<file path="config.mk">
export PLATFORM = sky130hd
export DESIGN_NAME = pecr_ext_ctrl_regs
export DESIGN_NICKNAME = d
export VERILOG_FILES = /design/src/rtl/pecr_ext_ctrl_regs.v
export VERILOG_INCLUDE_DIRS = /design/src /design/src/rtl
export SDC_FILE = /design/constraint.sdc
export NUM_CORES = 1
export LEC_CHECK = 0
export ABC_AREA = 1
export BUFFER_PORTS_ARGS = -buffer_cell sky130_fd_sc_hd__buf_2
export CAP_MARGIN = 20
export CORE_ASPECT_RATIO = 1.75
export CORE_MARGIN = 5
export CORE_UTILIZATION = 54
export CTS_CLUSTER_DIAMETER = 120
export DETAILED_ROUTE_END_ITERATION = 16
export GPL_TIMING_DRIVEN = 0
export PLACE_DENSITY = 0.84
export SETUP_SLACK_MARGIN = 0.15
export SYNTH_ARGS = -nofsm -noshare
export SYNTH_HDL_FRONTEND = slang
export SYNTH_SLANG_ARGS = --single-unit
</file>
<file path="constraint.sdc">
create_clock -name sys_clk_in -period 2.4 [get_ports sys_clk_in]
set_input_delay 0.48 -clock sys_clk_in [delete_from_list [all_inputs] [get_ports sys_clk_in]]
set_output_delay 0.48 -clock sys_clk_in [all_outputs]
set_load 0.03 [all_outputs]
</file>
<file path="src/rtl/pecr_defs.vh">
/*
 * pecr_defs.vh: offsets, field positions, reset values and encodings
 * for the extended control and error counter registers (19 to 24).
 * Assumes inclusion by the register bank only; definitions only.
 */
`ifndef PECR_DEFS_VH
`define PECR_DEFS_VH

// register addresses
`define PECR_ADDR_RXERR_CNT   5'h13
`define PECR_ADDR_FCAR_CNT    5'h14
`define PECR_ADDR_LDISC_CNT   5'h15
`define PECR_ADDR_TEN_CTRL    5'h16
`define PECR_ADDR_MAC_CTRL    5'h17
`define PECR_ADDR_EDGE_CTRL   5'h18

// counter layout
`define PECR_CNT_W            8
`define PECR_CNT_MAX          8'hff
`define PECR_CNT_RST          8'h00

// ten_base_control_status bits
`define PECR_TEN_FORCE_LINK   15
`define PECR_TEN_JABBER_DIS   14
`define PECR_TEN_ECHO_DIS     13
`define PECR_TEN_SQE_DIS      12
`define PECR_TEN_SQUELCH_HI   11
`define PECR_TEN_SQUELCH_LO   10
`define PECR_TEN_STICKY_EN    9
`define PECR_TEN_EOF_ERR      8
`define PECR_TEN_DISC         7
`define PECR_TEN_LINK         6
`define PECR_TEN_BCAST        0

// reset values
`define PECR_RST_FORCE_LINK   1'b0
`define PECR_RST_JABBER_DIS   1'b0
`define PECR_RST_ECHO_DIS     1'b1
`define PECR_RST_SQE_DIS      1'b1
`define PECR_RST_SQUELCH      2'h0
`define PECR_RST_STICKY_EN    1'b1
`define PECR_RST_BCAST        1'b0

// squelch encodings
`define PECR_SQ_NORMAL        2'h0
`define PECR_SQ_LOW           2'h1
`define PECR_SQ_HIGH          2'h2

// mac_interface_control bits
`define PECR_MAC_CLKSRC       13
`define PECR_MAC_SEL_HI       12
`define PECR_MAC_SEL_LO       11
`define PECR_MAC_FAR_LOOP     3
`define PECR_RST_CLKSRC       1'b0
`define PECR_RST_MAC_SEL      2'h2
`define PECR_RST_FAR_LOOP     1'b0
`define PECR_MAC_GMII         2'h0
`define PECR_MAC_RMII         2'h1
`define PECR_MAC_RGMII        2'h2

// edge_jumbo_loop_control bits
`define PECR_EDGE_HI          15
`define PECR_EDGE_LO          13
`define PECR_EDGE_RPWR        12
`define PECR_JUMBO_HI         5
`define PECR_JUMBO_LO         4
`define PECR_EDGE_CONN_LOOP   0
`define PECR_RST_EDGE         3'h0
`define PECR_RST_RPWR         1'b0
`define PECR_RST_JUMBO        2'h0
`define PECR_RST_CONN_LOOP    1'b0
`define PECR_EDGE_SLOWEST     3'h3
`define PECR_EDGE_FASTEST     3'h4

// jumbo codes and length limits in bytes
`define PECR_JUMBO_NORMAL     2'h0
`define PECR_JUMBO_9K         2'h1
`define PECR_JUMBO_12K        2'h2
`define PECR_LEN_NORMAL       15'd1518
`define PECR_LEN_9K           15'd9216
`define PECR_LEN_12K          15'd12288
`define PECR_LEN_16K          15'd16383
// reference accuracy thresholds in ppm
`define PECR_PPM_BASE         8'd100
`define PECR_PPM_9K_EXT       8'd60
`define PECR_PPM_12K_EXT      8'd70

`endif

</file>
<file path="src/rtl/pecr_ext_ctrl_regs.v">
/*
 * pecr_ext_ctrl_regs.v: management registers 19 to 24 of the copper
 * transceiver: three saturating error counters, 10BASE-T control and
 * status, MAC interface select and edge/jumbo/loopback controls.
 * Assumes a management port front end on the same clock giving one-cycle
 * read/write strobes with a 5-bit register address, and event pulses from
 * the line logic on the same clock.
 */
`include "pecr_defs.vh"

// Operation
// - three counters: rx error, false carrier, disconnect
// - counters are 8 bits, saturate at 255
// - read returns count, then clears to zero
// - force-link bit forces 10BASE-T link pass
// - bit 14 disables jabber detect, resets 0
// - bit 13 disables echo, resets 1
// - bit 12 disables SIGNAL_QUALITY_ERROR_TEST test, resets 1
// - squelch field: normal, low, high; reset 00
// - sticky-reset enable keeps sticky bits on reset
// - super-sticky bits survive every software reset
// - EOF error flag sets, clears on read
// - 10BASE-T disconnect flag sets, clears on read
// - bit 6 shows live 10BASE-T link
// - broadcast bit applies writes in all PHYs
// - reads return only the addressed PHY
// - bit 13 picks receive clock source
// - MAC select: GMII, RMII, RGMII; reset 10
// - reads show mode in force, not pending
// - edge-rate field, sticky, resets 000
// - jumbo field selects maximum packet length
// - longer jumbo limits with better reference
module pecr_ext_ctrl_regs #(
  parameter [4:0] PHY_ADDR = 5'h00,
  parameter [7:0] REF_PPM  = 8'd100
) (
  // clock and reset
  input  wire        sys_clk_in,
  input  wire        rst_n_in,

  // management port access
  input  wire        mgmt_wr_in,
  input  wire        mgmt_rd_in,
  input  wire [4:0]  mgmt_phy_in,
  input  wire [4:0]  mgmt_reg_in,
  input  wire [15:0] mgmt_wdata_in,
  output reg  [15:0] mgmt_rdata_out,
  output reg         mgmt_rvalid_out,
  output wire        bcast_wr_out,

  // software reset and hold state
  input  wire        soft_reset_in,
  input  wire        global_hold_state_in,

  // line events, one-cycle pulses; ten_link_sm_in is a level
  input  wire        rx_err_evt_in,
  input  wire        false_carrier_evt_in,
  input  wire        link_disc_evt_in,
  input  wire        eof_err_evt_in,
  input  wire        ten_disc_evt_in,
  input  wire        ten_link_sm_in,

  // 10BASE-T controls
  output wire        ten_link_pass_out,
  output wire        jabber_det_dis_out,
  output wire        echo_dis_out,
  output wire        sqe_test_dis_out,
  output wire [1:0]  squelch_sel_out,

  // MAC interface mode
  output wire        rx_clk_ref_sel_out,
  output wire [1:0]  mac_if_sel_out,
  output wire        far_end_loop_out,

  // edge rate, jumbo and loopback
  output wire [2:0]  edge_rate_out,
  output wire        reduced_power_out,
  output wire [1:0]  jumbo_sel_out,
  output reg  [14:0] max_pkt_len_out,
  output wire        conn_loop_out
);

  // error counters
  reg  [7:0]  rxerr_cnt_r;
  reg  [7:0]  fcar_cnt_r;
  reg  [7:0]  ldisc_cnt_r;

  // register 22 controls and flags
  reg         force_link_r;
  reg         jabber_dis_r;
  reg         echo_dis_r;
  reg         sqe_dis_r;
  reg  [1:0]  squelch_r;
  reg         sticky_en_r;
  reg         eof_err_r;
  reg         ten_disc_r;
  reg         bcast_r;

  // register 23: written value and mode in force
  reg         clksrc_pend_r;
  reg  [1:0]  mac_sel_pend_r;
  reg         clksrc_r;
  reg  [1:0]  mac_sel_r;
  reg         far_loop_r;

  // register 24 controls
  reg  [2:0]  edge_r;
  reg         rpwr_r;
  reg  [1:0]  jumbo_r;
  reg         conn_loop_r;

  // combinational next values
  reg  [14:0] max_len_nxt;
  reg  [15:0] rdata_nxt;

  // broadcast reaches every PHY; reads stay addressed only
  wire addr_hit = (mgmt_phy_in == PHY_ADDR);
  wire wr_acc   = mgmt_wr_in & (addr_hit | bcast_r);
  wire rd_acc   = mgmt_rd_in & addr_hit;

  // per-register strobes
  wire rd_rx    = rd_acc & (mgmt_reg_in == `PECR_ADDR_RXERR_CNT);
  wire rd_fc    = rd_acc & (mgmt_reg_in == `PECR_ADDR_FCAR_CNT);
  wire rd_ld    = rd_acc & (mgmt_reg_in == `PECR_ADDR_LDISC_CNT);
  wire rd_ten   = rd_acc & (mgmt_reg_in == `PECR_ADDR_TEN_CTRL);
  wire wr_ten   = wr_acc & (mgmt_reg_in == `PECR_ADDR_TEN_CTRL);
  wire wr_mac   = wr_acc & (mgmt_reg_in == `PECR_ADDR_MAC_CTRL);
  wire wr_edge  = wr_acc & (mgmt_reg_in == `PECR_ADDR_EDGE_CTRL);

  // sticky bits fall back only when the enable is clear
  wire sticky_rst = soft_reset_in & ~sticky_en_r;

  assign bcast_wr_out = mgmt_wr_in & bcast_r;

  // saturating count; a read clears, an event on the same cycle
  // starts the new count at one so it is not lost
  function [7:0] cnt_next;
    input [7:0] cur;
    input       evt;
    input       rd;
    begin
      if (rd)
        cnt_next = evt ? 8'h01 : `PECR_CNT_RST;
      else if (evt && cur != `PECR_CNT_MAX)
        cnt_next = cur + 8'h01;
      else
        cnt_next = cur;
    end
  endfunction

  // counters see no software reset, only the hard reset
  always @(posedge sys_clk_in or negedge rst_n_in) begin
    if (!rst_n_in)
      rxerr_cnt_r <= `PECR_CNT_RST;
    else
      rxerr_cnt_r <= cnt_next(rxerr_cnt_r, rx_err_evt_in, rd_rx);
  end

  always @(posedge sys_clk_in or negedge rst_n_in) begin
    if (!rst_n_in)
      fcar_cnt_r <= `PECR_CNT_RST;
    else
      fcar_cnt_r <= cnt_next(fcar_cnt_r, false_carrier_evt_in, rd_fc);
  end

  always @(posedge sys_clk_in or negedge rst_n_in) begin
    if (!rst_n_in)
      ldisc_cnt_r <= `PECR_CNT_RST;
    else
      ldisc_cnt_r <= cnt_next(ldisc_cnt_r, link_disc_evt_in, rd_ld);
  end

  // register 22 sticky controls
  always @(posedge sys_clk_in or negedge rst_n_in) begin
    if (!rst_n_in) begin
      force_link_r <= `PECR_RST_FORCE_LINK;
      jabber_dis_r <= `PECR_RST_JABBER_DIS;
      echo_dis_r   <= `PECR_RST_ECHO_DIS;
      sqe_dis_r    <= `PECR_RST_SQE_DIS;
      squelch_r    <= `PECR_RST_SQUELCH;
      bcast_r      <= `PECR_RST_BCAST;
    end else if (sticky_rst) begin
      force_link_r <= `PECR_RST_FORCE_LINK;
      jabber_dis_r <= `PECR_RST_JABBER_DIS;
      echo_dis_r   <= `PECR_RST_ECHO_DIS;
      sqe_dis_r    <= `PECR_RST_SQE_DIS;
      squelch_r    <= `PECR_RST_SQUELCH;
      bcast_r      <= `PECR_RST_BCAST;
    end else if (wr_ten) begin
      force_link_r <= mgmt_wdata_in[`PECR_TEN_FORCE_LINK];
      jabber_dis_r <= mgmt_wdata_in[`PECR_TEN_JABBER_DIS];
      echo_dis_r   <= mgmt_wdata_in[`PECR_TEN_ECHO_DIS];
      sqe_dis_r    <= mgmt_wdata_in[`PECR_TEN_SQE_DIS];
      squelch_r    <= mgmt_wdata_in[`PECR_TEN_SQUELCH_HI:
                                    `PECR_TEN_SQUELCH_LO];
      bcast_r      <= mgmt_wdata_in[`PECR_TEN_BCAST];
    end
  end

  // super-sticky: only the hard reset returns it to default
  always @(posedge sys_clk_in or negedge rst_n_in) begin
    if (!rst_n_in)
      sticky_en_r <= `PECR_RST_STICKY_EN;
    else if (wr_ten)
      sticky_en_r <= mgmt_wdata_in[`PECR_TEN_STICKY_EN];
  end

  // self-clearing event flags: a set in the read cycle wins
  always @(posedge sys_clk_in or negedge rst_n_in) begin
    if (!rst_n_in)
      eof_err_r <= 1'b0;
    else
      eof_err_r <= eof_err_evt_in | (eof_err_r & ~rd_ten);
  end

  always @(posedge sys_clk_in or negedge rst_n_in) begin
    if (!rst_n_in)
      ten_disc_r <= 1'b0;
    else
      ten_disc_r <= ten_disc_evt_in | (ten_disc_r & ~rd_ten);
  end

  // register 23: written value waits until soft reset or hold state;
  // the pending copy survives soft reset, which is what applies it
  always @(posedge sys_clk_in or negedge rst_n_in) begin
    if (!rst_n_in) begin
      clksrc_pend_r  <= `PECR_RST_CLKSRC;
      mac_sel_pend_r <= `PECR_RST_MAC_SEL;
    end else if (wr_mac) begin
      clksrc_pend_r  <= mgmt_wdata_in[`PECR_MAC_CLKSRC];
      mac_sel_pend_r <= mgmt_wdata_in[`PECR_MAC_SEL_HI:
                                      `PECR_MAC_SEL_LO];
    end
  end

  // mode in force; reads and outputs never show the pending copy
  always @(posedge sys_clk_in or negedge rst_n_in) begin
    if (!rst_n_in) begin
      clksrc_r  <= `PECR_RST_CLKSRC;
      mac_sel_r <= `PECR_RST_MAC_SEL;
    end else if (soft_reset_in || global_hold_state_in) begin
      clksrc_r  <= clksrc_pend_r;
      mac_sel_r <= mac_sel_pend_r;
    end
  end

  // far-end loopback is not sticky: soft reset clears it
  always @(posedge sys_clk_in or negedge rst_n_in) begin
    if (!rst_n_in)
      far_loop_r <= `PECR_RST_FAR_LOOP;
    else if (wr_mac)
      far_loop_r <= mgmt_wdata_in[`PECR_MAC_FAR_LOOP];
    else if (soft_reset_in)
      far_loop_r <= `PECR_RST_FAR_LOOP;
  end

  // register 24: edge, reduced power and jumbo are sticky
  always @(posedge sys_clk_in or negedge rst_n_in) begin
    if (!rst_n_in) begin
      edge_r  <= `PECR_RST_EDGE;
      rpwr_r  <= `PECR_RST_RPWR;
      jumbo_r <= `PECR_RST_JUMBO;
    end else if (sticky_rst) begin
      edge_r  <= `PECR_RST_EDGE;
      rpwr_r  <= `PECR_RST_RPWR;
      jumbo_r <= `PECR_RST_JUMBO;
    end else if (wr_edge) begin
      edge_r  <= mgmt_wdata_in[`PECR_EDGE_HI:`PECR_EDGE_LO];
      rpwr_r  <= mgmt_wdata_in[`PECR_EDGE_RPWR];
      jumbo_r <= mgmt_wdata_in[`PECR_JUMBO_HI:`PECR_JUMBO_LO];
    end
  end

  // connector loopback is not sticky: soft reset clears it
  always @(posedge sys_clk_in or negedge rst_n_in) begin
    if (!rst_n_in)
      conn_loop_r <= `PECR_RST_CONN_LOOP;
    else if (wr_edge)
      conn_loop_r <= mgmt_wdata_in[`PECR_EDGE_CONN_LOOP];
    else if (soft_reset_in)
      conn_loop_r <= `PECR_RST_CONN_LOOP;
  end

  // length limit; reserved code falls back to normal length
  always @* begin
    case (jumbo_r)
      `PECR_JUMBO_9K:
        max_len_nxt = (REF_PPM <= `PECR_PPM_9K_EXT) ?
                      `PECR_LEN_12K : `PECR_LEN_9K;
      `PECR_JUMBO_12K:
        max_len_nxt = (REF_PPM <= `PECR_PPM_12K_EXT) ?
                      `PECR_LEN_16K : `PECR_LEN_12K;
      default:
        max_len_nxt = `PECR_LEN_NORMAL;
    endcase
  end

  always @(posedge sys_clk_in or negedge rst_n_in) begin
    if (!rst_n_in)
      max_pkt_len_out <= `PECR_LEN_NORMAL;
    else
      max_pkt_len_out <= max_len_nxt;
  end

  // read mux; reserved positions and other addresses read zero
  always @* begin
    rdata_nxt = 16'h0000;
    case (mgmt_reg_in)
      `PECR_ADDR_RXERR_CNT: rdata_nxt[7:0] = rxerr_cnt_r;
      `PECR_ADDR_FCAR_CNT:  rdata_nxt[7:0] = fcar_cnt_r;
      `PECR_ADDR_LDISC_CNT: rdata_nxt[7:0] = ldisc_cnt_r;

      `PECR_ADDR_TEN_CTRL: begin
        rdata_nxt[`PECR_TEN_FORCE_LINK] = force_link_r;
        rdata_nxt[`PECR_TEN_JABBER_DIS] = jabber_dis_r;
        rdata_nxt[`PECR_TEN_ECHO_DIS]   = echo_dis_r;
        rdata_nxt[`PECR_TEN_SQE_DIS]    = sqe_dis_r;
        rdata_nxt[`PECR_TEN_SQUELCH_HI:`PECR_TEN_SQUELCH_LO] = squelch_r;
        rdata_nxt[`PECR_TEN_STICKY_EN]  = sticky_en_r;
        rdata_nxt[`PECR_TEN_EOF_ERR]    = eof_err_r;
        rdata_nxt[`PECR_TEN_DISC]       = ten_disc_r;
        rdata_nxt[`PECR_TEN_LINK]       = ten_link_pass_out;
        rdata_nxt[`PECR_TEN_BCAST]      = bcast_r;
      end

      `PECR_ADDR_MAC_CTRL: begin
        rdata_nxt[`PECR_MAC_CLKSRC]     = clksrc_r;
        rdata_nxt[`PECR_MAC_SEL_HI:`PECR_MAC_SEL_LO] = mac_sel_r;
        rdata_nxt[`PECR_MAC_FAR_LOOP]   = far_loop_r;
      end

      `PECR_ADDR_EDGE_CTRL: begin
        rdata_nxt[`PECR_EDGE_HI:`PECR_EDGE_LO] = edge_r;
        rdata_nxt[`PECR_EDGE_RPWR]      = rpwr_r;
        rdata_nxt[`PECR_JUMBO_HI:`PECR_JUMBO_LO] = jumbo_r;
        rdata_nxt[`PECR_EDGE_CONN_LOOP] = conn_loop_r;
      end

      default: rdata_nxt = 16'h0000;
    endcase
  end

  // read data registered; the clear-on-read acts in the same edge
  always @(posedge sys_clk_in or negedge rst_n_in) begin
    if (!rst_n_in) begin
      mgmt_rdata_out  <= 16'h0000;
      mgmt_rvalid_out <= 1'b0;
    end else begin
      mgmt_rvalid_out <= rd_acc;
      if (rd_acc)
        mgmt_rdata_out <= rdata_nxt;
    end
  end

  // force bypasses the integrity state machine
  assign ten_link_pass_out  = force_link_r | ten_link_sm_in;

  // register 22 line controls
  assign jabber_det_dis_out = jabber_dis_r;
  assign echo_dis_out       = echo_dis_r;
  assign sqe_test_dis_out   = sqe_dis_r;
  assign squelch_sel_out    = squelch_r;

  // clock source has no meaning in reduced-pin mode
  assign rx_clk_ref_sel_out = clksrc_r & (mac_sel_r != `PECR_MAC_RMII);
  assign mac_if_sel_out     = mac_sel_r;
  assign far_end_loop_out   = far_loop_r;

  // register 24 controls
  assign edge_rate_out      = edge_r;
  assign reduced_power_out  = rpwr_r;
  assign jumbo_sel_out      = jumbo_r;
  assign conn_loop_out      = conn_loop_r;

endmodule // pecr_ext_ctrl_regs

</file>
# Word level (Yosys, flattened, before mapping)
# Cells that the tools add are included.
# word_totals
reg_bits,80
latch_bits,0
ram_bits,0
mem_bits_ro,0
inputBits,38
output_inout_bits,50
wordCells,111
memories,0
# classes
add_sub_neg,3
multipliers,0
div,0
order_cmp,0
eq_ne,12
shift,0
muxes,40
n_bitwise,20
n_reduce_logical,12
# ops
op,n
8-bit 2-to-1 mux,6
5-bit == test (second input constant),6
14-bit one-hot mux with 2 select lines,1
8-bit by 1-bit adder with 8-bit output (second input constant),3
8-bit != test (second input constant),3
1-bit 2-to-1 mux,18
2-bit one-hot mux with 4 select lines,2
1-bit bitwise AND,14
2-bit nonzero test,7
2-bit one-hot mux with 3 select lines,2
3-bit 2-to-1 mux,3
2-bit 2-to-1 mux,4
5-bit zero test,1
1-bit one-hot mux with 5 select lines,1
1-bit bitwise OR,4
1-bit one-hot mux with 4 select lines,1
2-bit one-hot mux with 2 select lines,1
1-bit logical AND,3
2-bit by 1-bit == test with 1-bit output (second input constant),1
2-bit == test (second input constant),1
2-bit by 1-bit != test with 1-bit output (second input constant),1
1-bit inverter,2
1-bit one-hot mux with 2 select lines,1
1-bit logical OR,1

# Depth between registers and ports, before layout
# logic_depth
ltp_word,6
ltp_mapped,9
ltp_nobuf,8

# Least setup slack after synthesis
# No wires, ideal clock.
# synth_path
path_kind,in2reg
from,input mgmt_reg_in[3]
to,register ldisc_cnt_r[5]
setup_time_ns,0.117
t_arrival_ns,1.305
required_ns,2.283
setup_slack_ns,0.977
cell_stages,8
path_buffers,2
cell_sequence,buf_4 -> inv_2 -> nand3_4 -> nor2_2 -> nand2_2 -> buf_6 -> nand3_1 -> nand2_1
# synth_via
elab_chain_cells,3
elab_cells_between_ends,4
classes_between,eq/ne (1); mux (1); bitwise (1); reduce/logical (1)
# synth_rtl
element,line,rtl
from (decl),pecr_ext_ctrl_regs.v:45,"input wire [4:0] mgmt_reg_in,"
5-bit == test *,-,
1-bit bitwise AND *,pecr_ext_ctrl_regs.v:124,wire rd_ld = rd_acc & (mgmt_reg_in == `PECR_ADDR_LDISC_CNT);
8-bit 2-to-1 mux or 2-bit nonzero test (tied branches),-,
to (signal assigned),pecr_ext_ctrl_regs.v:168,ldisc_cnt_r <= `PECR_CNT_RST;
to (signal assigned),pecr_ext_ctrl_regs.v:170,"ldisc_cnt_r <= cnt_next(ldisc_cnt_r, link_disc_evt_in, rd_ld);"
to (decl),pecr_ext_ctrl_regs.v:86,reg [7:0] ldisc_cnt_r;
# Mark *: on every way between the ends. The rest lies on a longest branch, timed or not.
# A chain may end at the register's enable or synchronous reset.

==> qor.log <==
[power_and_ir_drop] reported leakage power 2.590 nW
[timing] number of endpoints with negative hold slack in the final report 0
[status] outcome completed
[final_layout] Post-layout nets 630
[synthesis] Yosys warning count 0
[power_and_ir_drop] combinational cell fraction of total power 18.8%
[placed_design] area of placed instances 4392 µm²
[global_routing] antenna violations before repair 0
[detailed_routing] first-pass iteration count of the detailed router 6
[synthesis] cell taking the most area after synthesis dfrtp_1
[synthesis] mean instance size in the synthesized netlist 7.835 µm²
[final_layout] share of layout cells above drive strength 1 25.68%
[power_and_ir_drop] Max VDD drop 626.0 µV
[timing] Fin Clk Skew 6.511 ps
[clock_tree] number of levels in the clock H-tree 3
[synthesis] Post-Synthesis Cell Area 3886 µm²
[final_layout] total of fill cells in the finished design 593
[critical_path] capture point of the worst reg-to-reg path ldisc_cnt_r[0]
[clock_tree] cell at the root of the clock tree clkbuf_16
[clock_tree] number of clock sinks 69
[timing] total negative setup slack 0 ps
[global_routing] vias in the first global route 3701
[die] boundary pin count 88
[synthesis] share of the synthesized area in the top cell type 39.92%
[power_and_ir_drop] switch share 30.55%
[detailed_routing] mean routed wirelength per cell 14.98 µm
[critical_path] Worst Setup EP max_pkt_len_out[6]
[timing] worst slack on hold paths 253.6 ps
[synthesis] library cell with the highest instance count after synthesis nand2_1
[synthesis] predominant post-synthesis flop cell dfrtp_1
[clock_tree] total of hold buffers inserted after clock tree synthesis 0
[power_and_ir_drop] Pint 2.264 mW
[clock_tree] maximum clock insertion buffer count 2
[die] core outline area 7131 µm²
[timing] Slew Limit Headroom 42.04%
[die] Die Width 74.13 µm
[run] max cap viols 0
[timing] transition time of the tightest slew-check pin 869.3 ps
[detailed_routing] count of antenna-violating nets left after detailed routing 0
[final_layout] Core Util, Final 65.29%
[clock_tree] CTS tree yes
[critical_path] CP endpoint kind output port
[final_layout] Final Instance Area 4656 µm²
[global_routing] total gr overflow 0
[clock_tree] clock-pin slew of the registers on the worst-case setup and hold paths 50 ps
[die] starting density of the core 54.50%
[timing] achievable frequency 593.7 MHz
[critical_path] Register-to-Register Path Depth 7
[placed_design] last weighted congestion value of the routability-driven placer 0.8798
[synthesis] top cells by area in the synthesized netlist dfrtp_1 40%, nand2_1 15%, nand3_1 11%
[critical_path] critical path type reg2out
[synthesis] number of enable-type register cells in the synthesized netlist 0
[die] number of cell rows 41
[worst_hold_path] type of the worst min-delay path in2async
[die] Die Y 122.2 µm
[synthesis] sequential element share of the synthesized area 44.66%
[detailed_routing] via-per-instance ratio 5.440
[power_and_ir_drop] clock network power share 36.3%
[power_and_ir_drop] PwrDens 700.3 nW/µm²
[clock_tree] cts repair resizes 0
[synthesis] Synth top cells by count 157 x nand2_1, 88 x nand3_1, 62 x dfrtp_1
[synthesis] number of flip-flops and latches in the synthesized netlist 69
[critical_path] launching point of the worst reg2reg path ldisc_cnt_r[0]
[critical_path] Worst EP arrival 1200 ps
[critical_path] start point of the critical path max_pkt_len_out[8]
[timing] setup repair after global routing missed its margin false
[detailed_routing] total DRC errors in the routed layout 0
[critical_path] worst setup slack for register-to-register paths 770 ps
[placed_design] post-place setup slack 646.4 ps
[global_routing] global-route wire length before repair 16.74 mm
[placed_design] number of buffers added on ports 76
[global_routing] Tot GR Track Use 24.04%
[timing] count of final max-slew check failures 0
[synthesis] synthesized instance count 496
[synthesis] asr flop ratio synth 100.0%
[die] Die Footprint 9061 µm²
[clock_tree] clock latency reported for the late side of the worst-skew pair 330 ps
[timing] Finish-stage setup viols 0
[timing] final worst path period need 1684 ps
[critical_path] maximum net fanout on the critical path 7
[final_layout] Antenna Cells 0
[clock_tree] Num CTS Buffers 9
[placed_design] Detail Placement HPWL 7.865 mm
[detailed_routing] Starting DRT DRC Count 261
[global_routing] maximum number of pins on one net before global-route repair 70
[critical_path] Critical Path RT 1920 ps
[timing] final period utilization 70.18%
[synthesis] unique cell type count in the Yosys netlist 32
[detailed_routing] Via Count 3688
[final_layout] area overhead of the layout relative to synthesis 19.80%
[clock_tree] total setup buffers inserted after CTS 0
[timing] final setup slack of the worst path 715.6 ps
[detailed_routing] sum of routed wire length over all layers 10.16 mm
[power_and_ir_drop] share of power burned in registers 44.9%
[power_and_ir_drop] Net Sw Power 996.2 µW
[critical_path] kind of start point of the critical path flop
[metrics by stage]
step / power, mW / instances
finish: 3.260 / 678
global route: 3.423 / 678
CTS: 3.272 / 678
detailed placement: 2.092 / 662
global placement: 2.052 / 662
floorplan: 1.878 / 500
[cell families after synthesis]
group                      after synthesis  synth area share (%)
DFF                                     69                 44.66
buffers and inverters                   64                 8.339
and+or+nand+nor                        324                 39.34
other                                    1               0.09649
xor gates and xnor gates                10                 2.254
AOI/OAI and AO/OA                       21                 3.123
muxes                                    2                0.5795
adders and majority gates                5                 1.610
[power by group through the flow]
| stage | Sequential, mW | Clock (mW) | Combinational [mW] |
|---|---|---|---|
| after floorplan | 1.45 | 0 | 0.425 |
| after global placement | 1.47 | 0 | 0.582 |
| after detailed placement | 1.48 | 0 | 0.613 |
| after CTS | 1.46 | 1.19 | 0.618 |
| after global routing | 1.48 | 1.23 | 0.704 |
| final | 1.46 | 1.18 | 0.613 |
[registers in the layout, summed over array words and instances, names as in the netlist, 3 cells and up]
name             cells
max_pkt_len_out      4
rxerr_cnt_r          8
fcar_cnt_r           8
ldisc_cnt_r          8
edge_rate_out        3
mgmt_rdata_out      16
[cells in the final DEF (no fill, tap or decap), drive strengths merged]
master / Yosys / routed
a21o: 1 / 1
a21oi: 3 / 3
buf: 21 / 97
clkbuf: 3 / 17
clkinv: 0 / 2
conb: 1 / 5
dfrtp: 62 / 62
dfstp: 7 / 7
ha: 5 / 5
inv: 40 / 40
mux2: 2 / 2
nand2: 165 / 165
nand3: 92 / 92
nand3b: 9 / 9
nand4: 12 / 12
nor2: 41 / 41
nor3: 2 / 2
o21a: 1 / 1
o21ai: 13 / 13
o21bai: 3 / 3
or2: 3 / 3
xnor2: 1 / 1
xor2: 9 / 9
[per-layer routing]
| layer | wire, µm | share of wire [%] | GRT usage (%) |
|---|---|---|---|
| met1 | 3668 | 36 | 26.35 |
| met2 | 5550 | 55 | 42.61 |
| met3 | 537 | 5.3 | 3.689 |
| met4 | 402 | 4.0 | 13.83 |
| met5 | 0 | 0 | 0 |
[layout make-up]
type                    count  area (µm²)  share of cell area (%)
inverters                  40       150.1                   3.225
plain buffers              24       173.9                   3.736
clock inverters             2       10.01                  0.2150
flip-flops and latches     69        1735                   37.27
clock buffers              14       254.0                   5.456
multi-input cells         367        1842                   39.56
repair buffers             76       382.9                   8.224
well taps                  86       107.6                   2.311
[worst min path at each step]
stage / to / slack, ps
after floorplan: bcast_r / 180
final: rxerr_cnt_r[4] / 250
after global placement: mac_sel_pend_r[0] / 460
after global routing: rxerr_cnt_r[5] / 340
after detailed placement: mgmt_rdata_out[10] / 460
after CTS: rxerr_cnt_r[4] / 300
[critical path, cell delays in order (launching register included)]
cell	delay (ps)
dfstp_2	570
buf_4	120
buf_2	190
Power figures use the tool's default switching activity.
